**config.mk**
```make
export PLATFORM = sky130hd
export DESIGN_NAME = prf_regfile
export DESIGN_NICKNAME = d
export VERILOG_FILES = /design/src/core/prf_pkg.sv /design/src/core/prf_pc_unit.sv /design/src/core/prf_regfile.sv
export SDC_FILE = /design/constraint.sdc
export NUM_CORES = 2
export LEC_CHECK = 0
export BUFFER_PORTS_ARGS = -buffer_cell sky130_fd_sc_hd__buf_4
export CELL_PAD_IN_SITES_DETAIL_PLACEMENT = 0
export CELL_PAD_IN_SITES_GLOBAL_PLACEMENT = 2
export CORE_UTILIZATION = 46
export DETAILED_ROUTE_END_ITERATION = 7
export PLACE_DENSITY = 0.9
export SYNTH_ARGS = -nofsm -noshare
export SYNTH_HDL_FRONTEND = slang
export SYNTH_SLANG_ARGS = --single-unit
```
**constraint.sdc**
```tcl
create_clock -name i_sys_clk -period 39.2 [get_ports i_sys_clk]
set_input_delay 3.92 -clock i_sys_clk [delete_from_list [all_inputs] [get_ports i_sys_clk]]
set_output_delay 3.92 -clock i_sys_clk [all_outputs]
set_load 0.05 [all_outputs]
```
**src/core/prf_pkg.sv**
```systemverilog
// package for the program register file
package prf_pkg;
   localparam int PRF_DATA_W = 32;
   localparam int PRF_NUM_REGS = 32;
   localparam int PRF_IDX_W = 5;
   localparam int PRF_PC_W = 26;
   localparam logic [4:0] PRF_ZERO_IDX = 5'h00;
   localparam logic [4:0] PRF_EBP_IDX = 5'h1e;
   localparam logic [31:0] PRF_ZERO_WORD = 32'h0000_0000;
   localparam logic [25:0] PRF_PC_RESET = 26'h000_0000;
   localparam logic [25:0] PRF_PC_STEP = 26'h000_0004;
   localparam logic [25:0] PRF_PC_ODD_CLR = 26'h3ff_fffe;

   typedef enum logic [1:0] {
      PRF_PC_HOLD,
      PRF_PC_INCR,
      PRF_PC_LOAD
   } prf_pc_op_e;

   typedef struct packed {
      logic en;
      logic [4:0] idx;
      logic [31:0] data;
   } prf_wr_s;

   typedef struct packed {
      prf_pc_op_e op;
      logic [31:0] target;
   } prf_pc_req_s;
endpackage

```
**src/core/prf_pc_unit.sv**
```systemverilog
// program counter register
`timescale 1ns/1ps
`default_nettype none
module prf_pc_unit
   import prf_pkg::*;
(
   input wire logic i_clk,
   input wire logic i_rst_n,
   input wire logic i_ce,
   input wire prf_pc_req_s i_req,
   output logic [31:0] o_pc
);
   logic [25:0] pc_q;
   logic [25:0] pc_d;

   // ---------------------------------------------------------------
   // next value
   // ---------------------------------------------------------------
   always_comb begin
      unique case (i_req.op)
         PRF_PC_INCR: pc_d = pc_q + PRF_PC_STEP;
         PRF_PC_LOAD: pc_d = i_req.target[25:0];
         default: pc_d = pc_q;
      endcase
   end

   always_ff @(posedge i_clk or negedge i_rst_n) begin
      if (!i_rst_n) begin
         pc_q <= PRF_PC_RESET;
      end else if (i_ce) begin
         pc_q <= pc_d & PRF_PC_ODD_CLR;
      end
   end

   assign o_pc = {6'h00, pc_q};
endmodule
`default_nettype wire

```
**src/core/prf_regfile.sv**
```systemverilog
// program register file top: general registers and program counter
`timescale 1ns/1ps
`default_nettype none
module prf_regfile
   import prf_pkg::*;
#(
   parameter int NUM_REGS = PRF_NUM_REGS
) (
   input wire logic i_sys_clk,
   input wire logic i_reset_n,
   input wire logic i_ce,
   input wire logic [4:0] i_rd_a_idx,
   input wire logic [4:0] i_rd_b_idx,
   input wire logic i_short_format_access,
   input wire prf_wr_s i_wr,
   input wire prf_pc_req_s i_pc_req,
   output logic [31:0] o_rd_a_data,
   output logic [31:0] o_rd_b_data,
   output logic [31:0] o_element_base_pointer,
   output logic [31:0] o_base_data,
   output logic [31:0] o_pc
);
   logic rst_s1_q;
   logic rst_n_q;
   logic [31:0] regs_q [NUM_REGS];

   // ---------------------------------------------------------------
   // reset release
   // ---------------------------------------------------------------
   always_ff @(posedge i_sys_clk or negedge i_reset_n) begin
      if (!i_reset_n) begin
         rst_s1_q <= 1'b0;
         rst_n_q <= 1'b0;
      end else begin
         rst_s1_q <= 1'b1;
         rst_n_q <= rst_s1_q;
      end
   end

   function automatic logic [31:0] read_reg(input logic [4:0] idx);
      if (idx == PRF_ZERO_IDX) begin
         read_reg = PRF_ZERO_WORD;
      end else begin
         read_reg = regs_q[idx];
      end
   endfunction

   function automatic logic wr_taken(input prf_wr_s w, input logic ce);
      wr_taken = ce && w.en && (w.idx != PRF_ZERO_IDX);
   endfunction

   // ---------------------------------------------------------------
   // register write
   // ---------------------------------------------------------------
   always_ff @(posedge i_sys_clk or negedge rst_n_q) begin
      if (!rst_n_q) begin
         for (int i = 0; i < NUM_REGS; i++) begin
            regs_q[i] <= PRF_ZERO_WORD;
         end
      end else if (wr_taken(i_wr, i_ce)) begin
         regs_q[i_wr.idx] <= i_wr.data;
      end
   end

   // ---------------------------------------------------------------
   // read ports
   // ---------------------------------------------------------------
   // processes, not assigns, so array updates wake the reads
   always_comb begin
      o_rd_a_data = read_reg(i_rd_a_idx);
   end

   always_comb begin
      o_rd_b_data = read_reg(i_rd_b_idx);
   end

   always_comb begin
      o_element_base_pointer = read_reg(PRF_EBP_IDX);
   end

   always_comb begin
      if (i_short_format_access) begin
         o_base_data = read_reg(PRF_EBP_IDX);
      end else begin
         o_base_data = read_reg(i_rd_a_idx);
      end
   end

   prf_pc_unit u_pc (
      .i_clk(i_sys_clk),
      .i_rst_n(rst_n_q),
      .i_ce(i_ce),
      .i_req(i_pc_req),
      .o_pc(o_pc)
   );
endmodule
`default_nettype wire

```
==> results.sh <==
export IMPL_outcome="finished clean"
export IMPL_slew_headroom_pct=13.2
export IMPL_min_delay_start="rst_s1_q$_DFF_PN0_"
export IMPL_crit_top_cell="buf_4"
export IMPL_fmax_mhz=80.9
export IMPL_drv_slew=0
export IMPL_dieHeight_um=354
export IMPL_drive_above_1_share_pct=49.9
export IMPL_hold_viol=0
export IMPL_cp_max_fo=63
export IMPL_regToRegSetupSlack_ps=35120
export IMPL_clkTransAtPathRegs_ps=60
export IMPL_postCtsSetupBuffers=0
export IMPL_wire_per_inst_um=31.7
export IMPL_cellPowerDensity_nw_per_um2=48.4
export IMPL_syn_area_per_cell_sq_um=14.4
export IMPL_path_cells="buf_8, buf_4, buf_4, mux4_2, mux2_2, a21oi_1, o41ai_1, buf_4"
export IMPL_grt_pass1_wl_mm=264
export IMPL_irDropWorstVdd_mv=0.0388
export IMPL_ctsResizeCount=0
export IMPL_viasPerCell=6.63
export IMPL_worst_ep_arrival_time_ps=8450
export IMPL_drtAntennaViolNets=0
export IMPL_critPathLaunchType="input pin"
export IMPL_initial_core_util_pct=46.6
export IMPL_grt_pass1_vias=37900
export IMPL_synth_ff_type="dfrtp_1"
export IMPL_die_w_um=354
export IMPL_hold_class="flip-flop to flip-flop"
export IMPL_setup_tns_ps=0
export IMPL_startpoint="i_rd_a_idx[1]"
export IMPL_syn_to_final_growth_pct=11.1
export IMPL_io_buffers=231
export IMPL_worstMarginPinSlew_ps=1300
export IMPL_rsz0062_at_grt="no"
export IMPL_ys_warn_count=0
export IMPL_drc=0
export IMPL_path_buf_inv=4
export IMPL_async_reset_ff_share_pct=100
export IMPL_cp_required_ps=35280
export IMPL_clockRootBuffer="clkbuf_16"
export IMPL_syn_inst=3952
export IMPL_total_power_uw=3070
export IMPL_groute_usage_overall_pct=28.4
export IMPL_power_leakage_uw=0.0284
export IMPL_coreArea_sq_um=122000
export IMPL_clk_latency_ps=730
export IMPL_syn_area_sq_um=57100
export IMPL_endpoint_kind="primary output"
export IMPL_synth_edf_count=0
export IMPL_ioPinCount=246
export IMPL_grt_start_max_net_pins=153
export IMPL_fin_skew_ps=19.6
export IMPL_cts_tree="done"
export IMPL_min_period_ps=12370
export IMPL_cts_buffer_depth=3
export IMPL_critPathKind="input pin to primary output"
export IMPL_place_congestion=0.814
export IMPL_nets=3999
export IMPL_yosysTopAreaCell="dfrtp_1"
export IMPL_slowest_delay_ps=1030
export IMPL_antenna_found_initial=7
export IMPL_drv_cap=0
export IMPL_cts_buffers_inserted=112
export IMPL_ys_top_cells_by_area="dfrtp_1 46%, mux2_2 19%, mux4_2 17%, mux2i_1 5.1%, a22oi_1 1.9%"
export IMPL_dp_hpwl_mm=98.1
export IMPL_synthDistinctLibCells=60
export IMPL_drt_wl_total_mm=179
export IMPL_synth_seq_cells=1051
export IMPL_setup_violations=0
export IMPL_holdBufCountCts=0
export IMPL_drtIter0Drc=3677
export IMPL_ys_seq_area_share_pct=46.1
export IMPL_vias=37300
export IMPL_overflow=0
export IMPL_die_area_sq_um=125000
export IMPL_first_pass_iters=5
export IMPL_clock_sinks=1051
export IMPL_crit_family="buffers and inverters"
export IMPL_htreeDepth=3
export IMPL_cp_slowest_cell="o41ai_1"
export IMPL_r2r_start="rst_n_q$_DFF_PN0_"
export IMPL_synth_top_area_share_pct=46.1
export IMPL_period_share_pct=31.5
export IMPL_rows=128
## cell usage in the layout, fill, tap and decap left out, types with 25 or more instances in the layout
cell type and n:
mux2_2 988, mux2i_1 288, nor3_1 25, mux4_2 431
o21ai_0 54, nand2_1 84, buf_4 298, clkbuf_16 113
nor2_4 25, clkbuf_8 27, a21oi_1 70, dfrtp_1 1050
inv_1 47, a22oi_1 143, a31oi_1 27, mux2_1 28
## worst paths after layout
check	endpoint	cells past startpoint
worst max-delay path	o_base_data[21]	8
worst min-delay path	rst_n_q$_DFF_PN0_	0
worst min register to register	rst_n_q$_DFF_PN0_	0
min in group asynchronous	regs_q[701]$_DFFE_PN0P_	0
worst max register to register	regs_q[869]$_DFFE_PN0P_	4
max in group asynchronous	regs_q[869]$_DFFE_PN0P_	4
## report_power, final
part / switching, uW / total (uW) / internal (uW) / leakage (uW)
combinational: 302 / 594 / 291 / 0.0125
sequential: 114 / 1340 / 1220 / 0.0140
clock: 467 / 1140 / 673 / 0.00193
## logic make-up (layout without fill, tap and decap cells)
kind of cell | after synthesis | count (layout) | synth area share (%)
other cells | 2 | 9 | 0.0132
buf+inv | 522 | 568 | 4.50
fa+ha+maj | 3 | 3 | 0.0658
simple gates | 234 | 234 | 2.05
compound gates | 403 | 403 | 5.08
flops | 1051 | 1051 | 46.1
mux | 1737 | 1737 | 42.2
## sequential cells by signal, summed over array words and instances (netlist names)
signal / cells
rst_n_q: 1
u_pc.pc_q: 25
regs_q: 992
rst_s1_q: 1
o_element_base_pointer: 32
## per-stage QoR
stage / setup slack [ps] / hold slack, ps / cells / utilization [%] / cell area (sq um)
after global routing: 26680 / 355 / 5630 / 51.8 / 63400
final: 26830 / 351 / 5630 / 51.8 / 63400
after global placement: 26900 / 337 / 5421 / 48.6 / 59400
after detailed placement: 26910 / 339 / 5421 / 48.6 / 59400
after CTS: 26800 / 353 / 5629 / 51.8 / 63400
after floorplan: 7730 / 331 / 3958 / - / 57100
## worst reg2reg max path: cells and delay by family, from the launching register on
kind	cells	cell delay [ps]
buffers and inverters	4	3140
DFF	1	850
## layout make-up
class	instances	area, sq um
clock buffer	158	3270
multi-input combinational	2385	28500
clock inverter	50	687
sequential	1051	26300
timing repair buffer	309	2420
tap	1625	2030
inverter	51	191
fill	10300	59000
antenna	1	2.50
## metal layers
| layer | global-route usage [%] | up-vias | wire length (um) |
|---|---|---|---|
| met4 | 8.43 | 10 | 5030 |
| met3 | 6.62 | 323 | 15600 |
| met1 | 40.6 | 20200 | 75900 |
| li1 | - | 15000 | - |
| met2 | 43.3 | 1760 | 81900 |
| met5 | 0 | - | 64 |
## synthesized netlist by cell type, drive strengths merged, types with 11 or more instances
library cell and instances:
buf 190, a31oi 27, a221oi 19, mux2i 288, mux4 433, dfrtp 1051, o41ai 24, a22oi 143
nand2 91, mux2 1016, nor3 25, inv 49, nor2 39, o21ai 71, nor4 11, a221o 15
clkbuf 281, a21oi 70, and3 24
No activity file was read; power rests on OpenSTA's default activity.
